==> config.mk <==
export PLATFORM = sky130hd
export DESIGN_NAME = cscr_top
export DESIGN_NICKNAME = d
export VERILOG_FILES = /design/src/cscr_pkg.sv /design/src/cscr_top.sv
export VERILOG_INCLUDE_DIRS = /design/src /design/src/src
export SDC_FILE = /design/constraint.sdc
export NUM_CORES = 1
export LEC_CHECK = 0
export BUFFER_PORTS_ARGS = -buffer_cell sky130_fd_sc_hd__buf_2
export CORE_ASPECT_RATIO = 1.1
export CORE_MARGIN = 2
export CORE_UTILIZATION = 40
export CTS_CLUSTER_DIAMETER = 100
export DETAILED_ROUTE_END_ITERATION = 8
export MAX_ROUTING_LAYER = met4
export PLACE_DENSITY_LB_ADDON = 0.12
export SLEW_MARGIN = 0
export SYNTH_ARGS = -nofsm -noshare
export SYNTH_HDL_FRONTEND = slang
export SYNTH_SLANG_ARGS = --single-unit
==> constraint.sdc <==
create_clock -name clk -period 15.7 [get_ports clk]
set_input_delay 0.785 -clock clk [delete_from_list [all_inputs] [get_ports clk]]
set_output_delay 0.785 -clock clk [all_outputs]
set_load 0.01 [all_outputs]
==> src/cscr_map.svh <==
// Offsets, field positions, reset values and timing counts of the clock self-recovery control block.
// Assumes a 20 MHz system clock.
// What this block does
// - Switch to the new frequency first, then start the watchdog.
// - Timeout bits rewritten to zero before expiry cancel the watchdog.
// - A new soft frequency select value also starts the watchdog.
// - On expiry pulse the reset output low and set the expired flag.
// - Scale constant comes from the strap code latched before programming.
// - CPU frequency equals scale times multiplier divided by divider.
// - Power-on latches every strap, only then may outputs be enabled.
// - Clock outputs stay off until the PLL reports lock.
// - CPU frequency from sampled straps; registers select further frequencies.
// - Spread applies to CPU pairs, all bus clocks and link clocks; this block drives spread to the CPU PLL only.
// - Reference, USB and floppy clocks never carry spread.
// - Spread offers center or down mode, 0.5% or 1.0%, 33 kHz rate.
// - Bus stop input stops all 33 MHz outputs except the free-running one.
// - Link outputs in 66 MHz mode ignore the bus stop input.
// - Stop input sampled on bus clock; outputs stop at next falling edge, low.
// - Program enable set uses register multiplier/divider, clear uses defaults.
`ifndef CSCR_MAP_SVH
`define CSCR_MAP_SVH
`define CSCR_OFS_CTRL 8'h00
`define CSCR_OFS_MULT 8'h04
`define CSCR_OFS_DIV 8'h08
`define CSCR_OFS_STAT 8'h0c
`define CSCR_OFS_SCALE 8'h10
`define CSCR_OFS_FREQ 8'h14
`define CSCR_CTRL_WD_LSB 0
`define CSCR_CTRL_SOFT_FREQ_SELECT_LSB 4
`define CSCR_CTRL_PEN_BIT 8
`define CSCR_CTRL_SSEN_BIT 9
`define CSCR_CTRL_SSDOWN_BIT 10
`define CSCR_CTRL_SSWIDE_BIT 11
`define CSCR_STAT_WDX_BIT 0
`define CSCR_CTRL_RESET 32'h0000_0000
`define CSCR_MULT_RESET 7'h00
`define CSCR_DIV_RESET 6'h00
`define CSCR_CLK_HZ 20000000
`define CSCR_SS_RATE_HZ 33000
`define CSCR_SS_TICKS ((`CSCR_CLK_HZ) / (2 * `CSCR_SS_RATE_HZ))
`define CSCR_RST_PULSE_NS 50000
`define CSCR_RST_PULSE_CYC ((`CSCR_RST_PULSE_NS * (`CSCR_CLK_HZ / 1000000)) / 1000)
`define CSCR_STRAP_WAIT 3
`endif

==> src/cscr_pkg.sv <==
// Types shared by the clock self-recovery control block.
// Assumes the map header is compiled alongside.
package cscr_pkg;
    typedef enum logic [1:0] {
        WD_IDLE,
        WD_SWITCH,
        WD_WATCH,
        WD_RESET
    } cscr_wd_e;
    typedef logic [27:0] cscr_scale_t;
endpackage : cscr_pkg

==> src/cscr_top.sv <==
// Control logic of the clock generator: watchdog-guarded frequency change, PLL programming,
// strap latching, spread-spectrum settings and bus clock stopping.
// Assumes a register master on clk and an analog PLL reporting lock asynchronously.
`include "cscr_map.svh"
`timescale 1ns/1ps
`default_nettype none
module cscr_top
    import cscr_pkg::*;
#(
    parameter int WD_UNIT_CYCLES = 20000000,
    parameter logic [6:0] DEF_MULT = 7'h40,
    parameter logic [5:0] DEF_DIV = 6'h20
) (
    // Clock and reset
    input wire logic clk,
    input wire logic sys_rst,
    // Register port
    input wire logic [7:0] regAddr,
    input wire logic [31:0] regWrData,
    input wire logic regWr,
    input wire logic regRd,
    output logic [31:0] regRdData,
    // Straps and PLL status pins
    input wire logic [3:0] freqStrapCode,
    input wire logic linkModeStrap66,
    input wire logic pllLockedIn,
    // Bus clock stop
    input wire logic busClockStopN,
    input wire logic busClkIn,
    // PLL control
    output logic [6:0] cpuPllMult,
    output logic [5:0] cpuPllDiv,
    output logic cpuPllLoad,
    output logic clkOutEnable,
    // Spread spectrum to CPU PLL only
    output logic cpuPllSpreadEn,
    output logic cpuPllSpreadDown,
    output logic cpuPllSpreadWide,
    output logic cpuPllSpreadUp,
    // Output gates
    output logic stoppableBusGate,
    output logic busLinkGate,
    // System reset
    output logic systemResetOutN
);
    // Ctrl, multiplier, divider and status register fields
    logic [3:0] wdSel;
    logic [3:0] softFreqSelect;
    logic pllProgramEnable;
    logic ssEn;
    logic ssDown;
    logic ssWide;
    logic [6:0] multReg;
    logic [5:0] divReg;
    logic watchdogExpiredFlag;
    // Synchronisers
    logic [2:0] lockSync;
    logic [2:0] stopSync;
    logic [2:0] busClkSync;
    logic [3:0] strapSync1;
    logic [3:0] strapSync2;
    logic link66Sync1;
    logic link66Sync2;
    logic pllLocked;
    logic stopSeen;
    logic busClkFall;
    // Strap capture
    logic [1:0] strapWait;
    logic strapsLatched;
    logic [3:0] strapCode;
    logic linkMode66;
    // Watchdog
    cscr_wd_e wdState;
    logic [31:0] unitCnt;
    logic [3:0] secCnt;
    logic [15:0] rstCnt;
    logic freqChange;
    // Frequency computation
    cscr_scale_t scale;
    logic [34:0] dividend;
    logic [34:0] quotient;
    logic [6:0] remainder;
    logic [5:0] divBits;
    logic divBusy;
    logic [31:0] cpuFreqHz;
    // Spread and bus stop
    logic [15:0] ssCnt;
    logic busStopped;

    localparam logic [15:0] RstCycles = 16'(`CSCR_RST_PULSE_CYC);
    localparam logic [15:0] SsTicks = 16'(`CSCR_SS_TICKS);

    // Scale constant for each strap code
    function automatic cscr_scale_t scaleOf(input logic [3:0] code);
        case (code)
            4'h0: scaleOf = 28'h0;
            4'h1, 4'h5: scaleOf = 28'd127994667;
            4'h4: scaleOf = 28'd95996000;
            4'h8, 4'h9: scaleOf = 28'd95966000;
            default: scaleOf = 28'd191992000;
        endcase
    endfunction : scaleOf

    wire ctrlWr = regWr && regAddr == `CSCR_OFS_CTRL;
    wire multWr = regWr && regAddr == `CSCR_OFS_MULT;
    wire divWr = regWr && regAddr == `CSCR_OFS_DIV;
    wire statWr = regWr && regAddr == `CSCR_OFS_STAT;
    wire [3:0] newFsel = regWrData[`CSCR_CTRL_SOFT_FREQ_SELECT_LSB +: 4];
    wire newPen = regWrData[`CSCR_CTRL_PEN_BIT];
    // Values the PLL takes on its next load; the frequency sum must use these, not the stale outputs
    wire [6:0] pllMultSel = pllProgramEnable ? multReg : DEF_MULT;
    wire [5:0] pllDivSel = pllProgramEnable ? divReg : DEF_DIV;

    // Programmed divider changes, soft select changes and enable changes all move the frequency
    always_comb begin
        freqChange = 1'b0;
        if (ctrlWr && (newFsel != softFreqSelect || newPen != pllProgramEnable)) begin
            freqChange = 1'b1;
        end
        if ((multWr || divWr) && pllProgramEnable) begin
            freqChange = 1'b1;
        end
    end

    always_ff @(posedge clk) begin
        if (sys_rst) begin
            wdSel <= 4'h0;
            softFreqSelect <= 4'h0;
            pllProgramEnable <= 1'b0;
            ssEn <= 1'b0;
            ssDown <= 1'b0;
            ssWide <= 1'b0;
        end else if (ctrlWr) begin
            wdSel <= regWrData[`CSCR_CTRL_WD_LSB +: 4];
            softFreqSelect <= newFsel;
            pllProgramEnable <= newPen;
            ssEn <= regWrData[`CSCR_CTRL_SSEN_BIT];
            ssDown <= regWrData[`CSCR_CTRL_SSDOWN_BIT];
            ssWide <= regWrData[`CSCR_CTRL_SSWIDE_BIT];
        end
    end

    always_ff @(posedge clk) begin
        if (sys_rst) begin
            multReg <= `CSCR_MULT_RESET;
            divReg <= `CSCR_DIV_RESET;
        end else begin
            if (multWr) begin
                multReg <= regWrData[6:0];
            end
            if (divWr) begin
                divReg <= regWrData[5:0];
            end
        end
    end

    // Three-stage synchronisers; a lock or stop change counts when stages two and three agree
    always_ff @(posedge clk) begin
        if (sys_rst) begin
            lockSync <= 3'b000;
            stopSync <= 3'b111;
            busClkSync <= 3'b000;
            pllLocked <= 1'b0;
            stopSeen <= 1'b0;
        end else begin
            lockSync <= {lockSync[1:0], pllLockedIn};
            stopSync <= {stopSync[1:0], busClockStopN};
            busClkSync <= {busClkSync[1:0], busClkIn};
            if (lockSync[1] == lockSync[2]) begin
                pllLocked <= lockSync[2];
            end
            if (stopSync[1] == stopSync[2]) begin
                stopSeen <= !stopSync[2];
            end
        end
    end

    // Bus clock falling edge seen as stage two low after stage three high
    assign busClkFall = busClkSync[2] && !busClkSync[1];

    always_ff @(posedge clk) begin
        strapSync1 <= freqStrapCode;
        strapSync2 <= strapSync1;
        link66Sync1 <= linkModeStrap66;
        link66Sync2 <= link66Sync1;
    end

    // Straps caught once after reset release, before outputs may run
    always_ff @(posedge clk) begin
        if (sys_rst) begin
            strapWait <= 2'd0;
            strapsLatched <= 1'b0;
            strapCode <= 4'h0;
            linkMode66 <= 1'b0;
        end else if (!strapsLatched) begin
            strapWait <= strapWait + 2'd1;
            if (strapWait == 2'(`CSCR_STRAP_WAIT - 1)) begin
                strapsLatched <= 1'b1;
                strapCode <= strapSync2;
                linkMode66 <= link66Sync2;
            end
        end
    end

    always_ff @(posedge clk) begin
        if (sys_rst) begin
            clkOutEnable <= 1'b0;
        end else begin
            clkOutEnable <= strapsLatched && pllLocked && wdState != WD_SWITCH;
        end
    end

    // PLL programming: register values only while enabled
    always_ff @(posedge clk) begin
        if (sys_rst) begin
            cpuPllMult <= DEF_MULT;
            cpuPllDiv <= DEF_DIV;
            cpuPllLoad <= 1'b0;
        end else begin
            cpuPllLoad <= freqChange;
            cpuPllMult <= pllMultSel;
            cpuPllDiv <= pllDivSel;
        end
    end

    // Scale frozen from strap code in effect before programming
    always_ff @(posedge clk) begin
        if (sys_rst) begin
            scale <= 28'h0;
        end else if (!pllProgramEnable) begin
            scale <= scaleOf(strapCode);
        end
    end

    // Serial restoring division of scale times multiplier by divider
    always_ff @(posedge clk) begin
        if (sys_rst) begin
            dividend <= 35'h0;
            quotient <= 35'h0;
            remainder <= 7'h0;
            divBits <= 6'h0;
            divBusy <= 1'b0;
            cpuFreqHz <= 32'h0;
        end else if (cpuPllLoad) begin
            dividend <= 35'(scale) * 35'(pllMultSel);
            quotient <= 35'h0;
            remainder <= 7'h0;
            divBits <= 6'd35;
            divBusy <= pllDivSel != 6'h0;
        end else if (divBusy) begin
            dividend <= {dividend[33:0], 1'b0};
            if ({remainder[5:0], dividend[34]} >= {1'b0, cpuPllDiv}) begin
                remainder <= {remainder[5:0], dividend[34]} - {1'b0, cpuPllDiv};
                quotient <= {quotient[33:0], 1'b1};
            end else begin
                remainder <= {remainder[5:0], dividend[34]};
                quotient <= {quotient[33:0], 1'b0};
            end
            divBits <= divBits - 6'd1;
            if (divBits == 6'd1) begin
                divBusy <= 1'b0;
            end
        end else begin
            cpuFreqHz <= quotient[31:0];
        end
    end

    // Watchdog: switch first, wait for lock, then time the selected seconds
    always_ff @(posedge clk) begin
        if (sys_rst) begin
            wdState <= WD_IDLE;
            unitCnt <= 32'h0;
            secCnt <= 4'h0;
            rstCnt <= 16'h0;
        end else begin
            case (wdState)
                WD_IDLE: begin
                    if (freqChange && wdSel != 4'h0) begin
                        wdState <= WD_SWITCH;
                    end
                end
                WD_SWITCH: begin
                    unitCnt <= 32'h0;
                    secCnt <= 4'h0;
                    if (wdSel == 4'h0) begin
                        wdState <= WD_IDLE;
                    end else if (!cpuPllLoad && pllLocked) begin
                        wdState <= WD_WATCH;
                    end
                end
                WD_WATCH: begin
                    if (wdSel == 4'h0) begin
                        wdState <= WD_IDLE;
                    end else if (freqChange) begin
                        wdState <= WD_SWITCH;
                    end else if (unitCnt == 32'(WD_UNIT_CYCLES - 1)) begin
                        unitCnt <= 32'h0;
                        secCnt <= secCnt + 4'h1;
                        if (secCnt + 4'h1 >= wdSel) begin
                            wdState <= WD_RESET;
                            rstCnt <= RstCycles;
                        end
                    end else begin
                        unitCnt <= unitCnt + 32'h1;
                    end
                end
                WD_RESET: begin
                    rstCnt <= rstCnt - 16'h1;
                    if (rstCnt == 16'h1) begin
                        wdState <= WD_IDLE;
                    end
                end
                default: wdState <= WD_IDLE;
            endcase
        end
    end

    always_ff @(posedge clk) begin
        if (sys_rst) begin
            systemResetOutN <= 1'b1;
        end else begin
            systemResetOutN <= !(wdState == WD_RESET && rstCnt != 16'h1);
        end
    end

    // Expired flag: set wins over a write-one clear
    always_ff @(posedge clk) begin
        if (sys_rst) begin
            watchdogExpiredFlag <= 1'b0;
        end else if (wdState == WD_WATCH && unitCnt == 32'(WD_UNIT_CYCLES - 1) && secCnt + 4'h1 >= wdSel
                     && wdSel != 4'h0 && !freqChange) begin
            watchdogExpiredFlag <= 1'b1;
        end else if (statWr && regWrData[`CSCR_STAT_WDX_BIT]) begin
            watchdogExpiredFlag <= 1'b0;
        end
    end

    // Spread settings drive only the CPU PLL; fixed clocks have no spread path
    always_ff @(posedge clk) begin
        if (sys_rst) begin
            ssCnt <= 16'h0;
            cpuPllSpreadUp <= 1'b0;
            cpuPllSpreadEn <= 1'b0;
            cpuPllSpreadDown <= 1'b0;
            cpuPllSpreadWide <= 1'b0;
        end else begin
            cpuPllSpreadEn <= ssEn;
            cpuPllSpreadDown <= ssDown;
            cpuPllSpreadWide <= ssWide;
            if (!ssEn || ssCnt == SsTicks - 16'h1) begin
                ssCnt <= 16'h0;
                cpuPllSpreadUp <= ssEn && !cpuPllSpreadUp;
            end else begin
                ssCnt <= ssCnt + 16'h1;
            end
        end
    end

    // Bus clock gating changes only at falling edges so outputs rest low
    always_ff @(posedge clk) begin
        if (sys_rst) begin
            busStopped <= 1'b0;
        end else if (busClkFall) begin
            busStopped <= stopSeen;
        end
    end

    always_comb begin
        stoppableBusGate = clkOutEnable && !busStopped;
        busLinkGate = clkOutEnable && (linkMode66 || !busStopped);
    end

    // Register read data one cycle after the strobe; unmapped reads zero
    always_ff @(posedge clk) begin
        if (sys_rst) begin
            regRdData <= 32'h0;
        end else if (regRd) begin
            case (regAddr)
                `CSCR_OFS_CTRL: regRdData <= {20'h0, ssWide, ssDown, ssEn, pllProgramEnable, softFreqSelect, wdSel};
                `CSCR_OFS_MULT: regRdData <= {25'h0, multReg};
                `CSCR_OFS_DIV: regRdData <= {26'h0, divReg};
                `CSCR_OFS_STAT: regRdData <= {23'h0, linkMode66, busStopped, clkOutEnable, pllLocked, strapCode,
                                              watchdogExpiredFlag};
                `CSCR_OFS_SCALE: regRdData <= {4'h0, scale};
                `CSCR_OFS_FREQ: regRdData <= cpuFreqHz;
                default: regRdData <= 32'h0;
            endcase
        end else begin
            regRdData <= 32'h0;
        end
    end
endmodule : cscr_top
`default_nettype wire

-- Word level (Yosys, flattened, before mapping)
Cells that the tools add are included.
- bits in registers: 318
- input bits: 52
- output and inout port bits: 54
- add/sub/neg operators: 7
- multipliers: 1
- order comparisons: 2
- eq/ne operators: 33
- muxes and demuxes: 41
- bitwise operators: 4
- reduce and logical (&&, ||, !) cells: 53
- operators with widths (cell ; count):
    one-hot mux 32 bit (6 select lines) ; 1
    one-hot mux 28 bit (4 select lines) ; 1
    2-to-1 mux 32 bit ; 3
    2-to-1 mux 35 bit ; 2
    2-to-1 mux 16 bit ; 4
    one-hot mux 32 bit (2 select lines) ; 1
    multiplier 28 x 7 -> 35 bit ; 1
    adder 32 x 1 -> 32 bit (second input constant) ; 1
    equality test 32 x 25 -> 1 bit (second input constant) ; 1
    one-hot mux 16 bit (2 select lines) ; 1
    2-to-1 mux 6 bit ; 4
    logical AND 1 bit ; 20
    adder 16 x 1 -> 16 bit (second input constant) ; 1
    equality test 16 x 1 -> 1 bit (second input constant) ; 1
    equality test 16 x 9 -> 1 bit (second input constant) ; 1
    equality test 8 x 4 -> 1 bit (second input constant) ; 2
    equality test 8 x 5 -> 1 bit (second input constant) ; 2
    2-to-1 mux 2 bit ; 8
    inequality test 16 x 1 -> 1 bit (second input constant) ; 1
    subtractor 16 x 1 -> 16 bit (second input constant) ; 1
    2-to-1 mux 4 bit ; 3
    inequality test 2 bit (second input constant) ; 6
    2-to-1 mux 1 bit ; 10
    AND reduction 5 bit ; 2
    other kinds (35) ; 63

-- Depth between registers and ports, before layout
- depth in word-level cells: 8
- mapped depth: 22
- mapped depth without buffers: 20

-- Least setup slack after synthesis
OpenSTA, ideal clock, no wires.
- path kind: register to register
- start point: reg pllProgramEnable
- end point: reg dividend[29]
- arrival time: 5340 ps
- data required time: 15580 ps
- slack: 10240 ps
- stages on the path, launching flop included: 21
- buffers on the path: 3
- clock period less this slack: 5460 ps
- cell sequence: dfxtp_1 > buf_6 > clkbuf_1 > clkbuf_1 > nand3_1 > inv_1 > fa_1 > fa_1 > fa_1 > inv_1 > fa_1 > inv_1 > ha_1 > nor3_1 > o311a_1 > a211o_1 > o31ai_2 > a31oi_2 > o21ai_4 > nor2_1 > a211o_1
- longest elaborated chain between the ends: 3
- RTL lines (what ; RTL line ; RTL):
    start, declared ; cscr_top.sv:49 ; logic pllProgramEnable;
    start signal, assigned ; cscr_top.sv:136 ; pllProgramEnable <= newPen;
    2-to-1 mux 7 bit ; cscr_top.sv:111 ; wire [6:0] pllMultSel = pllProgramEnable ? multReg : DEF_MULT;
    multiplier 28 x 7 -> 35 bit ; cscr_top.sv:245 ; dividend <= 35'(scale) * 35'(pllMultSel);
    2-to-1 mux 35 bit ; cscr_top.sv:244 ; end else if (cpuPllLoad) begin
    end signal, assigned ; cscr_top.sv:245 ;
    end signal, assigned ; cscr_top.sv:251 ; dividend <= {dividend[33:0], 1'b0};
    end, declared ; cscr_top.sv:80 ; logic [34:0] dividend;
Every way passes these cells.
A chain may end at the register's enable or synchronous reset.

-- Worst setup path after layout
- start point: reg pllProgramEnable
- end point: reg dividend[34]
Same word-level chain as after synthesis.

==> results_dict.tcl <==
set metrics [dict create \
    peakVddDrop_v 0.0000869 \
    cp-startpoint "pllProgramEnable$_SDFFE_PP0P_" \
    hp-class "reg2reg" \
    synthTopCellsByCount "dfxtp_1, nor2_1, nand2_1" \
    ys_seq_area_frac 0.345 \
    grt_pass1_wl_microns 73000 \
    cp_max_fo 64 \
    tightest_slew_ns 1.11 \
    power_mw 1.84 \
    synth_edf_count 0 \
    cp-start-kind "flop" \
    maxSlewHeadroom 0.255 \
    syn_nets 2251 \
    slew_viol_final 0 \
    tritoncts "done" \
    cellLeakagePower_nw 8.38 \
    hold-worst-slack_ns 0.327 \
    cts_hold_repair.buffers 0 \
    place.gp.congestion 0.848 \
    postCtsSetupBuffers 0 \
    switching_share 0.258 \
    core_area_sq_um 43300 \
    hpwl_microns 32800 \
    nFillCells 4279 \
    crit_required_ns 16.18 \
    synth_top_area_cell "dfxtp_1" \
    setup_ws_ns 9.21 \
    grt_antenna_before_repair 0 \
    ys_types 73 \
    syn_inst 2005 \
    clkLatencyLatePin_ns 0.55 \
    worstPathArrival_ns 6.97 \
    die_y_microns 224 \
    period_needed_ns 6.49 \
    net-switching-power_mw 0.476 \
    dr.pass1.iters 7 \
    stdcell_area_sq_um 19600 \
    synth-warning-count 0 \
    crit_type "reg2reg" \
    area_growth_pct 11.6 \
    skew_ns 0.0155 \
    clkTransAtPathRegs_ns 0.06 \
    max_freq_mhz 154 \
    timing.rr.end "dividend[34]$_SDFFE_PP0N_" \
    yosysMostFrequentCell "dfxtp_1" \
    post-route-period-util 0.413 \
    setup_viol 0 \
    ctsResizeCount 0 \
    fin_util 0.451 \
    tns_ns 0 \
    io_pins 106 \
    antenna_cells 0 \
    fin_nets 2273 \
    r2r_setup_slack_ns 9.21 \
    grt_pass1_vias 13700 \
    fin_cells 2624 \
    dieArea_sq_um 45500 \
    cts-root-buf "clkbuf_16" \
    multi_input_area_sq_um 10400 \
    syn_area_sq_um 17500 \
    cts_sinks 302 \
    netlist.area_leader.share 0.345 \
    r2r-start "pllProgramEnable$_SDFFE_PP0P_" \
    postRouteAntennaNets 0 \
    r2r_cells 18 \
    placed_cell_area_sq_um 18300 \
    synth_area_leaders "dfxtp_1, fa_1, ha_1, mux2i_1, nor2_1" \
    hold_violations 0 \
    htree_levels 2 \
    clockBufferDepth 3 \
    max_cap_violations 0 \
    rows 80 \
    cp-end-kind "flop" \
    grt_usage 0.206 \
    post_drt_wl_per_cell_microns 17.1 \
    p_seq_frac 0.442 \
    p_int_mw 1.37 \
    async_reset_ff_frac 0 \
    cts_buffers 36 \
    grt_max_degree 65 \
    power_frac_clock 0.464 \
    regArea_sq_um 6050 \
    worstSetupEndpoint "dividend[34]$_SDFFE_PP0N_" \
    grt-ovfl-total 0 \
    drc 0 \
    io_buffers 85 \
    initial_core_util 0.405 \
    die_w_microns 204 \
    avgSynthCellArea_sq_um 8.75 \
    post-place-ws_ns 9.29 \
    comb_power_share 0.094 \
    via_count 13800 \
    dp.cells 2563 \
    vias_per_cell 5.26 \
    synth_flop_cell "dfxtp_1" \
    wl_microns 44900 \
    drive_above_1_share 0.0902 \
    status "completed" \
    ys_ff_latch 302 \
    drtIter0Drc 697 \
    power_density_nw_per_um2 94.2 \
    grt_setup_unrepaired "false" \
]
## how the worst min path moves through the flow
| stage | start | end | slack, ns | cells after the start |
|---|---|---|---|---|
| global placement | strapSync1[0]$_DFF_P_ | strapSync2[0]$_DFF_P_ | 0.31 | 0 |
| global route | freqStrapCode[1] | strapSync1[1]$_DFF_P_ | 0.31 | 1 |
| floorplan | link66Sync1$_DFF_P_ | link66Sync2$_DFF_P_ | 0.31 | 0 |
| detailed placement | strapSync1[0]$_DFF_P_ | strapSync2[0]$_DFF_P_ | 0.31 | 0 |
| finish | strapSync1[0]$_DFF_P_ | strapSync2[0]$_DFF_P_ | 0.33 | 0 |
| CTS | freqStrapCode[1] | strapSync1[1]$_DFF_P_ | 0.30 | 1 |
## critical path, cell delays in order (launching register included)
cell and delay, ns:
dfxtp_2 0.62, buf_4 0.55, nand3_1 0.22, inv_1 0.24, fa_1 0.46, fa_1 0.48, fa_1 0.54, inv_1 0.05
fa_1 0.51, inv_1 0.04, ha_1 0.33, nor3_1 0.34, o21bai_1 0.18, a31oi_1 0.47, a211oi_1 0.20, o22ai_1 0.41
o31ai_1 0.15, or4_1 0.48, nand3_1 0.09
## sequential cells by signal (all words and copies together) (netlist names), 4 cells and up
register,flops
dividend,35
cpuFreqHz,32
quotient,32
regRdData,32
unitCnt,32
rstCnt,16
ssCnt,16
scale,12
cpuPllMult,7
multReg,7
cpuPllDiv,6
divBits,6
divReg,6
remainder,6
secCnt,4
softFreqSelect,4
strapCode,4
strapSync1,4
strapSync2,4
wdSel,4
## area by class of cell
cell class,count,area share
clock inverters,9,0.00819
inverters,165,0.0317
multi-input cells,1424,0.533
well taps,574,0.0367
clock buffers,52,0.0543
flip-flops and latches,302,0.309
repair buffers,98,0.0269
## layer usage
layer  part of all wire  wire, microns  track usage  up-vias
met5                  0              0            -        -
met4              0.024           1070       0.0556        0
met3              0.044           1960       0.0338       71
met2               0.47          21200        0.332      269
met1               0.46          20700        0.268     6651
li1                   -              -            -     6813
## kinds of logic (layout without fill, tap and decap cells)
logic type | count (synthesis) | after routing | synth area share
multiplexers | 88 | 88 | 0.0507
AND/OR/NAND/NOR | 713 | 713 | 0.194
adder cells (fa/ha/maj) | 194 | 194 | 0.177
buffers and inverters | 279 | 324 | 0.0611
AO/OA/AOI/OAI | 326 | 326 | 0.121
XOR/XNOR | 103 | 103 | 0.0519
flip-flops | 302 | 302 | 0.345
## power by group through the flow
| stage | clock (mW) | combinational (mW) | sequential (mW) |
|---|---|---|---|
| after floorplan | 0 | 0.144 | 0.807 |
| after global placement | 0 | 0.173 | 0.830 |
| after detailed placement | 0 | 0.175 | 0.831 |
| after CTS | 0.883 | 0.177 | 0.814 |
| after global routing | 0.912 | 0.200 | 0.817 |
| final | 0.855 | 0.174 | 0.815 |
## layout by cell type, fill, tap and decap left out, types with 64 or more instances in the layout
| master | n |
|---|---|
| mux2i_1 | 82 |
| inv_1 | 164 |
| nand2_1 | 179 |
| dfxtp_1 | 300 |
| nand3_1 | 64 |
| fa_1 | 90 |
| a21oi_1 | 141 |
| buf_2 | 84 |
| nor2_1 | 215 |
| and3_1 | 67 |
| ha_1 | 104 |
(Power assumes the default switching activity.)
